`src/design/rx_recovery_pkg.sv`:
```
// Package: constants and carrier types for the serial receive recovery block
package rx_recovery_pkg;

  // ------------------------------------------------------------
  // Sampling
  // ------------------------------------------------------------
  localparam logic [3:0] SAMPLES_NORMAL_LAST = 4'hf;  // 16 states per bit
  localparam logic [3:0] SAMPLES_DOUBLE_LAST = 4'h7;  // 8 states per bit
  localparam logic [3:0] VOTE_FIRST_NORMAL   = 4'h8;  // samples 8,9,10
  localparam logic [3:0] VOTE_FIRST_DOUBLE   = 4'h4;  // samples 4,5,6
  localparam logic [3:0] VOTE_LAST_NORMAL    = 4'ha;
  localparam logic [3:0] VOTE_LAST_DOUBLE    = 4'h6;
  localparam logic [3:0] SAMPLE_ONE          = 4'h1;
  localparam logic [3:0] SAMPLE_ZERO         = 4'h0;

  // ------------------------------------------------------------
  // Frame format
  // ------------------------------------------------------------
  localparam int         DATA_W       = 9;
  localparam logic [3:0] BITS_MIN     = 4'h5;
  localparam logic [2:0] SIZE_NINE    = 3'h7;   // Character size code for nine bits
  localparam logic [3:0] BITS_NINE    = 4'h9;
  localparam logic [3:0] BIT_IDX_ZERO = 4'h0;
  localparam logic [1:0] VOTE_ZERO    = 2'h0;
  localparam logic [1:0] VOTE_MAJOR   = 2'h2;
  localparam logic [DATA_W-1:0] DATA_ZERO = 9'h000;

  // ------------------------------------------------------------
  // Buffer
  // ------------------------------------------------------------
  localparam int         BUF_DEPTH = 2;
  localparam logic [1:0] CNT_EMPTY = 2'h0;
  localparam logic [1:0] CNT_FULL  = 2'h2;

  // ------------------------------------------------------------
  // Types
  // ------------------------------------------------------------
  typedef enum logic [4:0] {
    ST_IDLE   = 5'b00001,
    ST_START  = 5'b00010,
    ST_DATA   = 5'b00100,
    ST_PARITY = 5'b01000,
    ST_STOP   = 5'b10000
  } rx_state_e;

  typedef struct packed {
    logic [DATA_W-1:0] data;         // Bit 8 is the ninth bit
    logic              frame_err;
    logic              overrun;
    logic              parity_err;
  } rx_frame_s;

  typedef struct packed {
    logic       rx_enable_bit;
    logic       double_speed_bit;
    logic       parity_enable_bit;
    logic       parity_type_bit;
    logic       stop_bit_count_select;
    logic [2:0] char_size;           // 0..3 = 5..8 bits, 7 = nine bits
  } rx_config_s;

endpackage : rx_recovery_pkg

```
`src/design/uart_receiver_recovery.sv`:
```
// Asynchronous serial receiver: start detection, bit recovery, two-entry buffer
module uart_receiver_recovery
  import rx_recovery_pkg::*;
(
  // Clock and reset
  input  wire  logic                       core_clk,
  input  wire  logic                       reset,
  // Configuration
  input  wire  rx_recovery_pkg::rx_config_s cfg,
  input  wire  logic                       rx_complete_irq_enable,
  input  wire  logic                       global_irq_enable,
  input  wire  logic                       sample_tick,
  // Serial line
  input  wire  logic                       serial_in_pin,
  // Software side
  input  wire  logic                       data_read,
  output logic [8:0]                       serial_data_reg,
  output logic                             rx_ninth_bit,
  output logic                             rx_complete,
  output logic                             frame_error_flag,
  output logic                             overrun_flag,
  output logic                             parity_error_flag,
  output logic                             rx_irq,
  output logic                             pin_override
);
  import rx_recovery_pkg::*;

  // ------------------------------------------------------------
  // Input synchroniser
  // ------------------------------------------------------------
  // Two flops before any logic reads the pin; the two cycles of delay
  // stay well inside one sample period
  logic        meta_ff;
  logic        line_ff;

  always_ff @(posedge core_clk) begin
    meta_ff <= serial_in_pin;
    line_ff <= meta_ff;
  end

  // ------------------------------------------------------------
  // Sample timing
  // ------------------------------------------------------------
  rx_state_e   state_ff, nxt_state;
  logic [3:0]  sample_ff;
  logic [1:0]  votes_ff;
  logic [3:0]  bit_idx_ff;
  logic [8:0]  shift_ff;
  logic        par_ff;
  logic        prev_high_ff;
  logic        pend_ff;
  rx_frame_s   pend_frame_ff;
  logic        lost_ff;

  wire         enabled    = cfg.rx_enable_bit;
  wire [3:0]   last_samp  = cfg.double_speed_bit ? SAMPLES_DOUBLE_LAST
                                                 : SAMPLES_NORMAL_LAST;
  wire [3:0]   vote_first = cfg.double_speed_bit ? VOTE_FIRST_DOUBLE : VOTE_FIRST_NORMAL;
  wire [3:0]   vote_last  = cfg.double_speed_bit ? VOTE_LAST_DOUBLE : VOTE_LAST_NORMAL;
  // The counter holds the previous sample's number when a tick arrives,
  // so the sample being taken is one further on
  wire [3:0]   samp_num   = sample_ff + SAMPLE_ONE;
  wire         in_vote    = (samp_num >= vote_first) && (samp_num <= vote_last);
  wire         vote_done  = sample_tick && (samp_num == vote_last);
  wire         bit_end    = sample_tick && (sample_ff == last_samp);
  wire [1:0]   votes_nxt  = votes_ff + {1'b0, line_ff & in_vote};
  wire         bit_value  = (votes_nxt >= VOTE_MAJOR);
  wire [3:0]   data_bits  = (cfg.char_size == SIZE_NINE) ? BITS_NINE
                          : BITS_MIN + {1'b0, cfg.char_size};
  // Index has already moved past a bit by the time that bit ends
  wire         last_data  = (bit_idx_ff == data_bits);
  // Only a high-to-low step starts a frame; a line held low starts one only on the first tick after reset or enable
  wire         fall_seen  = (state_ff == ST_IDLE) && sample_tick && !line_ff
                          && prev_high_ff;
  wire         start_ok   = (state_ff == ST_START) && vote_done && !bit_value;
  wire         start_bad  = (state_ff == ST_START) && vote_done && bit_value;
  // Stop bit ends at its last vote sample so the next start can follow at once
  wire         stop_done  = (state_ff == ST_STOP) && vote_done;
  wire         data_end   = bit_end && last_data;
  rx_state_e   after_data;

  // Parity is skipped when checking is off
  assign after_data = cfg.parity_enable_bit ? ST_PARITY : ST_STOP;

  // ------------------------------------------------------------
  // Previous sample level
  // ------------------------------------------------------------
  // Starts at the idle level, so a line already low after reset or enable reads as a falling edge
  always_ff @(posedge core_clk) begin
    if (reset || !enabled) begin
      prev_high_ff <= 1'b1;
    end else if (sample_tick) begin
      prev_high_ff <= line_ff;
    end
  end

  // ------------------------------------------------------------
  // State machine
  // ------------------------------------------------------------
  // A second stop bit is never waited for; that is what lets a new
  // start follow right after the first stop bit's vote
  always_comb begin
    nxt_state = state_ff;
    case (state_ff)
      ST_IDLE: begin
        if (fall_seen) begin
          nxt_state = ST_START;
        end
      end
      ST_START: begin
        if (start_bad) begin
          nxt_state = ST_IDLE;
        end else if (start_ok) begin
          nxt_state = ST_DATA;
        end
      end
      ST_DATA: begin
        if (data_end) begin
          nxt_state = after_data;
        end
      end
      ST_PARITY: begin
        if (bit_end) begin
          nxt_state = ST_STOP;
        end
      end
      ST_STOP: begin
        if (stop_done) begin
          nxt_state = ST_IDLE;
        end
      end
      default: begin
        nxt_state = ST_IDLE;
      end
    endcase
  end

  always_ff @(posedge core_clk) begin
    if (reset || !enabled) begin
      state_ff <= ST_IDLE;
    end else begin
      state_ff <= nxt_state;
    end
  end

  // Sample counter restarts at 1 on the first low sample of each start
  always_ff @(posedge core_clk) begin
    if (reset || !enabled) begin
      sample_ff <= SAMPLE_ZERO;
      votes_ff  <= VOTE_ZERO;
    end else if (fall_seen) begin
      sample_ff <= SAMPLE_ONE;
      votes_ff  <= VOTE_ZERO;
    end else if (sample_tick && state_ff != ST_IDLE) begin
      sample_ff <= bit_end ? SAMPLE_ZERO : sample_ff + 4'h1;
      votes_ff  <= (bit_end || vote_done) ? VOTE_ZERO : votes_nxt;
    end
  end

  // ------------------------------------------------------------
  // Shift register and parity
  // ------------------------------------------------------------
  always_ff @(posedge core_clk) begin
    if (reset || start_ok) begin
      bit_idx_ff   <= BIT_IDX_ZERO;
      shift_ff     <= DATA_ZERO;
      par_ff       <= 1'b0;
    end else if (vote_done && state_ff == ST_DATA) begin
      shift_ff[bit_idx_ff] <= bit_value;
      bit_idx_ff           <= bit_idx_ff + 4'h1;
      par_ff               <= par_ff ^ bit_value;
    end else if (vote_done && state_ff == ST_PARITY) begin
      // Even when type is zero, odd when one
      par_ff       <= par_ff ^ bit_value ^ cfg.parity_type_bit;
    end
  end

  // ------------------------------------------------------------
  // Pending frame register, overrun tracking
  // ------------------------------------------------------------
  logic [1:0]  count_ff;
  wire         buf_ready  = (count_ff != CNT_FULL);
  wire         push       = pend_ff && buf_ready;
  wire         pop        = data_read && (count_ff != CNT_EMPTY);
  wire         overrun_ev = pend_ff && !buf_ready && fall_seen;

  always_ff @(posedge core_clk) begin
    if (reset || !enabled) begin
      pend_ff       <= 1'b0;
      pend_frame_ff <= '0;
      lost_ff       <= 1'b0;
    end else begin
      if (overrun_ev) begin
        // Waiting frame dropped; buffer contents untouched
        pend_ff <= 1'b0;
        lost_ff <= 1'b1;
      end else if (stop_done) begin
        pend_ff                  <= 1'b1;
        pend_frame_ff.data       <= shift_ff;
        // Stop bit is judged from its own vote, taken in this very cycle
        pend_frame_ff.frame_err  <= !bit_value;
        pend_frame_ff.parity_err <= cfg.parity_enable_bit & par_ff;
        pend_frame_ff.overrun    <= lost_ff;
      end else if (push) begin
        pend_ff <= 1'b0;
        lost_ff <= 1'b0;
      end
      if (stop_done && overrun_ev) begin
        pend_ff <= 1'b0;
      end
    end
  end

  // ------------------------------------------------------------
  // Two-entry receive buffer
  // ------------------------------------------------------------
  rx_frame_s   mem_ff [BUF_DEPTH];
  logic        wr_ptr_ff;
  logic        rd_ptr_ff;
  rx_frame_s   store_frame;
  rx_frame_s   head_frame;

  always_comb begin
    store_frame         = pend_frame_ff;
    store_frame.overrun = pend_frame_ff.overrun | lost_ff;
  end

  always_ff @(posedge core_clk) begin
    if (reset || !enabled) begin
      wr_ptr_ff <= 1'b0;
      rd_ptr_ff <= 1'b0;
      count_ff  <= CNT_EMPTY;
    end else begin
      if (push) begin
        mem_ff[wr_ptr_ff] <= store_frame;
        wr_ptr_ff         <= ~wr_ptr_ff;
      end
      if (pop) begin
        rd_ptr_ff <= ~rd_ptr_ff;
      end
      count_ff <= count_ff + {1'b0, push} - {1'b0, pop};
    end
  end

  // ------------------------------------------------------------
  // Registered outputs
  // ------------------------------------------------------------
  logic [1:0]  nxt_count;
  logic        nxt_rd;
  assign nxt_count = (reset || !enabled) ? CNT_EMPTY
                   : count_ff + {1'b0, push} - {1'b0, pop};
  assign nxt_rd    = pop ? ~rd_ptr_ff : rd_ptr_ff;

  // A frame written in this cycle is not yet in storage, so it is taken
  // straight from the pending register when it becomes the head
  wire         head_empty = (nxt_count == CNT_EMPTY);
  wire         head_new   = push && ((count_ff == CNT_EMPTY) || pop);

  always_comb begin
    head_frame = '0;
    if (head_empty) begin
      head_frame = '0;
    end else if (head_new) begin
      head_frame = store_frame;
    end else begin
      head_frame = mem_ff[nxt_rd];
    end
  end

  // ------------------------------------------------------------
  // Status view of the head frame
  // ------------------------------------------------------------
  wire [8:0]   view_data  = head_frame.data;
  wire         view_ninth = head_frame.data[8];
  wire         view_fe    = head_frame.frame_err;
  wire         view_ov    = head_frame.overrun;
  wire         view_pe    = head_frame.parity_err;
  wire         view_full  = !head_empty;
  // Only the complete flag feeds the request; error flags have no path here
  wire         view_irq   = rx_complete_irq_enable && global_irq_enable && view_full;

  // Error flags are outputs only; no write path exists for them
  always_ff @(posedge core_clk) begin
    if (reset) begin
      serial_data_reg   <= DATA_ZERO;
      rx_ninth_bit      <= 1'b0;
      frame_error_flag  <= 1'b0;
      overrun_flag      <= 1'b0;
      parity_error_flag <= 1'b0;
    end else begin
      serial_data_reg   <= view_data;
      rx_ninth_bit      <= view_ninth;
      frame_error_flag  <= view_fe;
      overrun_flag      <= view_ov;
      parity_error_flag <= view_pe;
    end
  end

  // Complete flag, request and pin ownership
  always_ff @(posedge core_clk) begin
    if (reset) begin
      rx_complete  <= 1'b0;
      rx_irq       <= 1'b0;
      pin_override <= 1'b0;
    end else begin
      rx_complete  <= view_full;
      rx_irq       <= view_irq;
      pin_override <= enabled;
    end
  end

endmodule // uart_receiver_recovery

```
`config.mk`:
```
export PLATFORM = sky130hd
export DESIGN_NAME = uart_receiver_recovery
export DESIGN_NICKNAME = d
export VERILOG_FILES = /design/src/design/rx_recovery_pkg.sv /design/src/design/uart_receiver_recovery.sv
export SDC_FILE = /design/constraint.sdc
export NUM_CORES = 1
export LEC_CHECK = 0
export BUFFER_PORTS_ARGS = -buffer_cell sky130_fd_sc_hd__buf_2
export CAP_MARGIN = 20
export CORE_MARGIN = 2
export CORE_UTILIZATION = 50
export CTS_CLUSTER_DIAMETER = 30
export DETAILED_ROUTE_END_ITERATION = 10
export PLACE_DENSITY = 0.68
export RECOVER_POWER = 100
export SETUP_SLACK_MARGIN = 0.4
export SLEW_MARGIN = 10
export SYNTH_ARGS = -nofsm -noshare
export SYNTH_HDL_FRONTEND = slang
export SYNTH_SLANG_ARGS = --single-unit
```
`constraint.sdc`:
```
create_clock -name core_clk -period 6.6 [get_ports core_clk]
set_clock_uncertainty 0.2 [all_clocks]
set_input_delay 0.66 -clock core_clk [delete_from_list [all_inputs] [get_ports core_clk]]
set_output_delay 0.66 -clock core_clk [all_outputs]
set_load 0.03 [all_outputs]
```
==> flow_metrics.env, run 1 <==
export IMPL_async_reset_ff_share_pct=0
export IMPL_clock_sinks=85
export IMPL_crit_start="sample_ff[0]"
export IMPL_antenna_found_initial=0
export IMPL_ys_flop_type="dfxtp_1"
export IMPL_via_per_inst=5.26
export IMPL_hold_class="register to register"
export IMPL_clock_root_buffer="clkbuf_8"
export IMPL_numCtsBuffers=9
export IMPL_htreeDepth=3
export IMPL_synthAdderAreaFrac_pct=4.44
export IMPL_regMostFlops="mem_ff"
export IMPL_reg2reg_depth=12
export IMPL_min_period_ns=3.99
export IMPL_hpwlAfterDp_um=4490
export IMPL_power_density_mw_per_mm2=238
export IMPL_synth_top_area_cell="dfxtp_1"
export IMPL_cts_resized=0
export IMPL_cts_setup_buffers=0
export IMPL_yosysWarningCount=0
export IMPL_cts_tree="done"
export IMPL_worst_setup_path_type="register to register"
export IMPL_wirelength_um=6510
export IMPL_wl_per_cell_um=13.4
export IMPL_violations="max-capacitance violations, max-slew violations"
export IMPL_max_freq_mhz=250
export IMPL_critical_path_max_fanout=14
export IMPL_crit_end="shift_ff[3]"
export IMPL_drc=0
export IMPL_nFillCells=655
export IMPL_ir_drop_v=0.000104
export IMPL_syn_inst=352
export IMPL_hold_violations=0
export IMPL_final_max_slew_viol_count=14
export IMPL_fp_row_count=31
export IMPL_slew_headroom_pct=-14.0
export IMPL_grt_usage_pct=18.0
export IMPL_cp_end_kind="register"
export IMPL_synthTopCellsByCount="dfxtp_1 (61), nor2_1 (59), mux2i_1 (28)"
export IMPL_reg_top3="mem_ff x24, pend_frame_ff x12"
export IMPL_min_period_over_period_pct=60.5
export IMPL_rsz0062_at_grt="false"
export IMPL_die_width_um=89.6
export IMPL_drive_gt1_share_pct=9.59
export IMPL_synth_cell_types=52
export IMPL_grt_ovfl_total=0
export IMPL_cts_hold_buf=0
export IMPL_path_cells="ha_1 -> xor2_1 -> ha_1 -> and4_1 -> o21ai_0 -> nor2_1 -> ha_1 -> xor2_1 -> clkbuf_1 -> nor3_1 -> or2_0 -> nor3_1"
export IMPL_drtIter0Drc=87
export IMPL_coreArea_mm2=0.00718
export IMPL_arrival_ns=4.06
export IMPL_cp_data_required_time_ns=6.67
export IMPL_grt_max_degree=25
export IMPL_largest_reg_flops=24
export IMPL_ys_ff_latch=85
export IMPL_io_buffers=29
export IMPL_max_stage_delay_ns=0.52
export IMPL_die_area_mm2=0.00803
export IMPL_setup_viol=0
export IMPL_synth_seq_area_share_pct=53.0
export IMPL_synth_top_family_by_area="simple AND/OR/NAND/NOR gates"
export IMPL_synth_fp_nets=380
export IMPL_first_global_vias=2431
export IMPL_synth_edf_count=24
export IMPL_path_buf_inv=1
export IMPL_setup_worst_path_start_class="register"
export IMPL_whs_ns=0.136
export IMPL_antenna_cells=0
export IMPL_status="complete, but fails checks"
export IMPL_area_growth_pct=10.2
export IMPL_r2r_slack_ns=2.61
export IMPL_yosysMostFrequentCell="dfxtp_1"
export IMPL_synth_mux_area_share_pct=7.65
export IMPL_grt_pass1_wl_um=11100
export IMPL_fin_nets=409
export IMPL_worst_pin_slew_ns=1.70
export IMPL_start_util_pct=51.1
export IMPL_synthTopCellsByArea="dfxtp_1 (33%), edfxtp_1 (20%), mux2i_1 (7.6%), nor2_1 (6.0%), ha_1 (4.4%)"
export IMPL_synth_compound_area_share_pct=9.25
export IMPL_reg2reg_from="sample_ff[0]"
export IMPL_die_y_um=89.6
export IMPL_cp_slowest_cell="or2_0"
export IMPL_netlist_area_mm2=0.00367
export IMPL_ioPinCount=31
export IMPL_gp_congestion=0.766
export IMPL_firstDrtPassIters=5
export IMPL_synth_xor_area_share_pct=3.79
export IMPL_synth_top_area_share_pct=33.3
export IMPL_synth_area_per_cell_um2=10.4
export IMPL_maxCapViolCount=1
export IMPL_ant_nets=0
export IMPL_clk_pin_slew_ns=0.09
export IMPL_rr_endpoint="shift_ff[3]"
export IMPL_cts_buffer_depth=2
export IMPL_clock_latency_ns=0.36
export IMPL_crit_top_cell="ha_1"
export IMPL_critPathTopFamily="simple AND/OR/NAND/NOR gates"
export IMPL_synthSimpleGateAreaFrac_pct=18.8
export IMPL_p_leak_uw=0.00169
export IMPL_num_vias=2551
export IMPL_fin_setup_tns_ns=0
export IMPL_cp_depth=12
-- layout make-up --
cell class / instances / area (µm²) / area share, %
Tap cell: 99 / 124 / 3.07
Timing Repair Buffer: 33 / 139 / 3.44
Clock buffer: 11 / 153 / 3.78
Sequential cell: 85 / 1940 / 48.0
Clock inverter: 5 / 63.8 / 1.58
Multi-Input combinational cell: 244 / 1590 / 39.3
Inverter: 8 / 30.0 / 0.743
-- cells in the final DEF, fill, tap and decap left out, types with 2 or more instances in the layout --
master / n
edfxtp_1: 24
buf_2: 12
o21a_1: 2
nand2_1: 25
nor2_1: 59
nor2b_1: 3
o22ai_1: 2
nand3b_1: 4
nand3_1: 7
nor3b_1: 2
xnor2_1: 8
dfxtp_1: 61
and2_1: 2
o21ai_0: 9
a211oi_1: 14
a22oi_1: 2
ha_1: 13
and3_2: 2
clkbuf_1: 22
xor2_1: 7
clkbuf_8: 9
nor3_1: 11
a31oi_1: 2
nand2b_1: 2
nand4b_1: 2
mux2i_1: 28
inv_1: 7
a21oi_1: 18
-- through the flow --
step | worst slack [ns] | utilization [%] | std cells | instance area, µm² | power, µW
2_1_floorplan | 3.52 | - | 352 | 3670 | 567
3_3_place_gp | 2.69 | 54.0 | 468 | 3870 | 575
3_5_place_dp | 2.63 | 54.0 | 468 | 3870 | 576
4_1_cts | 2.62 | 57.0 | 484 | 4090 | 966
5_1_grt | 2.31 | 56.3 | 485 | 4040 | 992
6_report | 2.61 | 56.3 | 485 | 4040 | 960
-- where the power goes --
| part | internal, µW | switching, µW |
|---|---|---|
| Sequential | 534 | 1.31 |
| Combinational | 10.6 | 16.8 |
| Clock | 202 | 195 |
| Total | 747 | 213 |
-- routing by layer --
metal / global-route usage (%) / part of all wire [%]
met5: 0 / 0
met1: 24.0 / 50
met3: 3.75 / 3.5
met2: 28.5 / 45
met4: 7.87 / 1.5
-- kinds of logic (layout without fill, tap and decap cells) --
group	Yosys count	count (layout)
AND/OR/NAND/NOR	135	135
flip-flops	85	85
XOR/XNOR	15	15
multiplexers	28	28
AO/OA/AOI/OAI	53	53
buffers and inverters	23	57
adder cells (fa/ha/maj)	13	13
-- worst min path at each step --
stage,slack (ns),depth (start not counted),to,start
after floorplan,0.11,0,line_ff,meta_ff
after global placement,0.11,0,line_ff,meta_ff
after detailed placement,0.11,0,line_ff,meta_ff
after CTS,0.14,0,line_ff,meta_ff
after global routing,0.14,0,line_ff,meta_ff
final,0.14,0,line_ff,meta_ff
(Power assumes the default switching activity.)
==> run 2, diff against run 1 <==
clock period = 3.7 ns   (was 6.6 ns; I/O delays follow)
==> flow_metrics.env, run 2 (synthesis gave the netlist of run 1 again) <==
export IMPL_power_density_mw_per_mm2=413
export IMPL_antenna_cells=0
export IMPL_worst_setup_path_type="register to register"
export IMPL_grt_max_degree=25
export IMPL_ir_drop_v=0.000183
export IMPL_critPathTopFamily="adder cells"
export IMPL_cp_depth=12
export IMPL_r2r_slack_ns=0.49
export IMPL_cts_tree="done"
export IMPL_wirelength_um=6470
export IMPL_die_area_mm2=0.00803
export IMPL_slew_headroom_pct=-14.1
export IMPL_cp_slowest_cell="dfxtp_1"
export IMPL_ioPinCount=31
export IMPL_via_per_inst=5.20
export IMPL_min_period_ns=3.21
export IMPL_cp_data_required_time_ns=3.79
export IMPL_grt_pass1_wl_um=10500
export IMPL_grt_ovfl_total=0
export IMPL_path_buf_inv=0
export IMPL_min_period_over_period_pct=86.8
export IMPL_clock_root_buffer="clkbuf_8"
export IMPL_ant_nets=0
export IMPL_drc=0
export IMPL_crit_top_cell="ha_1"
export IMPL_timing_final_ws_setup_ns=0.489
export IMPL_io_buffers=29
export IMPL_worst_pin_slew_ns=1.70
export IMPL_reg_top3="mem_ff x24, pend_frame_ff x12"
export IMPL_clk_pin_slew_ns=0.09
export IMPL_firstDrtPassIters=4
export IMPL_die_width_um=89.6
export IMPL_reg2reg_depth=12
export IMPL_hold_violations=0
export IMPL_first_global_vias=2219
export IMPL_fin_total_pwr_uw=1680
export IMPL_wl_per_cell_um=13.3
export IMPL_drive_gt1_share_pct=11.1
export IMPL_htreeDepth=3
export IMPL_pre_cts_slack_ns=0.367
export IMPL_setup_viol=0
export IMPL_coreArea_mm2=0.00718
export IMPL_reg2reg_from="sample_ff[0]"
export IMPL_p_leak_uw=0.00169
export IMPL_path_cells="ha_1 -> xor2_1 -> ha_1 -> and4_1 -> o21ai_0 -> nor2_1 -> ha_1 -> xor2_2 -> xor2_1 -> a22oi_1 -> or3_1 -> a21oi_1"
export IMPL_maxCapViolCount=1
export IMPL_largest_reg_flops=24
export IMPL_numCtsBuffers=9
export IMPL_crit_start="sample_ff[0]"
export IMPL_arrival_ns=3.30
export IMPL_max_freq_mhz=311
export IMPL_num_vias=2536
export IMPL_cts_buffer_depth=2
export IMPL_final_max_slew_viol_count=14
export IMPL_layout_common_cells="nor2_1 (59), dfxtp_1 (59), mux2i_1 (28), nand2_1 (26), edfxtp_1 (24)"
export IMPL_setup_worst_path_start_class="register"
export IMPL_nFillCells=647
export IMPL_crit_end="par_ff"
export IMPL_fin_setup_tns_ns=0
export IMPL_hold_class="input pin to register"
export IMPL_max_stage_delay_ns=0.43
export IMPL_grt_usage_pct=17.2
export IMPL_cp_end_kind="register"
export IMPL_violations="max-capacitance violations, max-slew violations"
export IMPL_antenna_found_initial=0
export IMPL_rsz0062_at_grt="false"
export IMPL_status="complete, but fails checks"
export IMPL_clock_sinks=85
export IMPL_rr_endpoint="par_ff"
export IMPL_start_util_pct=51.1
export IMPL_fp_row_count=31
export IMPL_clock_latency_ns=0.35
export IMPL_fin_nets=412
export IMPL_hpwlAfterDp_um=4420
export IMPL_drtIter0Drc=69
export IMPL_regMostFlops="mem_ff"
export IMPL_die_y_um=89.6
export IMPL_area_growth_pct=10.7
export IMPL_gp_congestion=0.759
export IMPL_critical_path_max_fanout=6
[run 2: how the worst min path moves through the flow]
stage / from / to / slack [ns] / depth (start not counted)
after floorplan: meta_ff / line_ff / 0.11 / 0
after global placement: meta_ff / line_ff / 0.11 / 0
after detailed placement: meta_ff / line_ff / 0.11 / 0
after CTS: global_irq_enable / rx_irq / 0.03 / 2
after global routing: global_irq_enable / rx_irq / 0.04 / 2
final: global_irq_enable / rx_irq / 0.04 / 2
[run 2: layout make-up]
class / count / area (µm²) / share of cell area (%)
clock buffer: 9 / 124 / 3.05
clock inverter: 7 / 81.3 / 2.00
inverter: 8 / 30.0 / 0.740
multi-input combinational: 244 / 1600 / 39.3
sequential: 85 / 1940 / 47.9
tap: 99 / 124 / 3.05
timing repair buffer: 36 / 160 / 3.95
[run 2: worst register-to-register path, cell delays in order, from the launching register on]
cell and delay (ns):
dfxtp_1 0.43, ha_1 0.25, xor2_1 0.22, ha_1 0.29
and4_1 0.26, o21ai_0 0.19, nor2_1 0.07, ha_1 0.23
xor2_2 0.28, xor2_1 0.17, a22oi_1 0.09, or3_1 0.32
a21oi_1 0.14
[run 2: layer usage]
layer | wire [µm] | up-vias | part of all wire, % | global-route usage, %
met5 | 0 | - | 0 | 0
met4 | 112 | 0 | 1.7 | 8.55
met3 | 238 | 9 | 3.7 | 3.02
met2 | 2930 | 50 | 45 | 27.6
met1 | 3190 | 1176 | 49 | 22.5
li1 | - | 1301 | - | -
[run 2: where the power goes]
group / switching, µW / total, µW / internal (µW)
Combinational: 30.0 / 51.2 / 21.3
Clock: 349 / 669 / 320
Sequential: 2.31 / 955 / 953
[run 2: metrics by stage]
step,hold WS [ns],cells,area [µm²],util [%]
after floorplan,0.110,352,3670,-
after global placement,0.112,471,3900,54.3
after detailed placement,0.115,471,3900,54.3
after CTS,0.0310,488,4120,57.4
after global routing,0.0407,488,4060,56.6
final,0.0409,488,4060,56.6
[run 2: repair_timing]
action                                  CTS  global route
hold endpoints to repair                  1             0
resized for setup                         1             8
hold buffers                              1             0
pin swaps                                 0             1
setup buffers                             0             0
endpoints found under the setup margin    7            15
==> run 3, diff against run 2 <==
CORE_MARGIN = 1.5   (was 2)
CORE_UTILIZATION = 59   (was 50)
PLACE_DENSITY = 0.78   (was 0.68)
==> flow_metrics.env, run 3 (synthesis gave the netlist of run 1 again) <==
export IMPL_setup_viol=0
export IMPL_via_per_inst=5.55
export IMPL_min_period_over_period_pct=88.9
export IMPL_maxCapViolCount=1
export IMPL_reg_top3="mem_ff x24, pend_frame_ff x12"
export IMPL_clock_latency_ns=0.36
export IMPL_num_vias=2574
export IMPL_largest_reg_flops=24
export IMPL_grt_usage_pct=22.6
export IMPL_min_period_ns=3.29
export IMPL_met2_usage_pct=36.4
export IMPL_ant_nets=0
export IMPL_coreArea_mm2=0.00596
export IMPL_fin_nets=412
export IMPL_cts_buffer_depth=2
export IMPL_status="complete, but fails checks"
export IMPL_grt_pass1_wl_um=11300
export IMPL_fin_total_pwr_uw=1680
export IMPL_first_global_vias=2475
export IMPL_hpwlAfterDp_um=4430
export IMPL_drtIter0Drc=114
export IMPL_layout_commonest_cell="dfxtp_1"
export IMPL_cts_setup_buffers=0
export IMPL_die_width_um=81.8
export IMPL_slew_headroom_pct=-14.5
export IMPL_whs_ns=0.0471
export IMPL_setup_worst_path_start_class="register"
export IMPL_worst_setup_path_type="register to register"
export IMPL_ir_drop_v=0.000272
export IMPL_max_freq_mhz=304
export IMPL_p_leak_uw=0.00169
export IMPL_violations="max-capacitance violations, max-slew violations"
export IMPL_grt_ovfl_total=0
export IMPL_start_util_pct=61.6
export IMPL_area_growth_pct=10.5
export IMPL_die_y_um=81.8
export IMPL_power_density_mw_per_mm2=415
export IMPL_htreeDepth=3
export IMPL_antenna_found_initial=0
export IMPL_io_buffers=29
export IMPL_clk_pin_slew_ns=0.09
export IMPL_place_inst=447
export IMPL_layout_common_cells="dfxtp_1 (61), nor2_1 (59), mux2i_1 (28), nand2_1 (25), edfxtp_1 (24)"
export IMPL_use_met3_pct=5.22
export IMPL_worst_pin_slew_ns=1.70
export IMPL_antenna_cells=0
export IMPL_critical_path_max_fanout=11
export IMPL_clock_sinks=85
export IMPL_cp_data_required_time_ns=3.75
export IMPL_die_area_mm2=0.00670
export IMPL_cp_end_kind="register"
export IMPL_cts_tree="done"
export IMPL_fin_util_pct=68.0
export IMPL_fp_row_count=28
export IMPL_regMostFlops="mem_ff"
export IMPL_met1_usage_pct=29.1
export IMPL_hold_violations=0
export IMPL_grt_max_degree=25
export IMPL_busiest_layer="met2"
export IMPL_wl_per_cell_um=14.5
export IMPL_hold_class="input pin to register"
export IMPL_drc=0
export IMPL_rsz0062_at_grt="false"
export IMPL_fin_setup_tns_ns=0
export IMPL_wirelength_um=6730
export IMPL_firstDrtPassIters=4
export IMPL_clock_root_buffer="clkbuf_8"
export IMPL_numCtsBuffers=9
export IMPL_drive_gt1_share_pct=10.8
export IMPL_arrival_ns=3.34
export IMPL_gp_congestion=0.844
export IMPL_final_max_slew_viol_count=14
export IMPL_layout_cells_non_filler=464
export IMPL_ioPinCount=31
[run 3: worst paths after layout]
check | endpoint | slack (ns) | depth (start not counted) | from
worst max-delay path | state_ff[0] | 0.41 | 11 | sample_ff[0]
worst min-delay path | rx_irq | 0.05 | 2 | global_irq_enable
worst max register to register | state_ff[0] | 0.41 | 11 | sample_ff[0]
worst min register to register | line_ff | 0.14 | 0 | meta_ff
[run 3: worst max-delay path, cell delays in order, from the launching register on]
cell and delay [ns]:
dfxtp_1 0.45, ha_1 0.26, xor2_1 0.21, ha_1 0.30, and4_1 0.30, o21ai_0 0.19
nor2_1 0.09, ha_4 0.19, xor2_4 0.20, clkbuf_2 0.22, a32o_1 0.25, a211o_2 0.32
[run 3: layout make-up]
type                       instances  area (µm²)
multi-input combinational        244        1620
sequential                        85        1940
clock inverter                     7        81.3
timing repair buffer              36         158
clock buffer                       9         124
tap                               75        93.8
fill                             471        1900
inverter                           8        30.0
[run 3: where the power goes]
part	total [µW]	internal (µW)	switching (µW)
Sequential	956	953	2.53
Combinational	52.5	20.7	31.8
Clock	673	321	352
Total	1680	1290	386
[run 3: through the flow]
step,area (µm²),worst slack (ns)
global route,4050,0.255
CTS,4090,0.463
finish,4050,0.410
global placement,3870,0.522
detailed placement,3870,0.425
floorplan,3670,0.624
[run 3: per-layer routing]
layer | vias up | wire length (µm)
met4 | 0 | 80
met3 | 9 | 246
li1 | 1307 | -
met1 | 1205 | 3130
met2 | 53 | 3270
met5 | - | 0
[run 3: repair_timing]
| action | 4_1_cts | 5_1_grt |
|---|---|---|
| resized for setup | 1 | 8 |
| endpoints found under the hold margin | 1 | 0 |
| pin swaps | 0 | 1 |
| endpoints found under the setup margin | 4 | 15 |
| hold buffers | 1 | 0 |
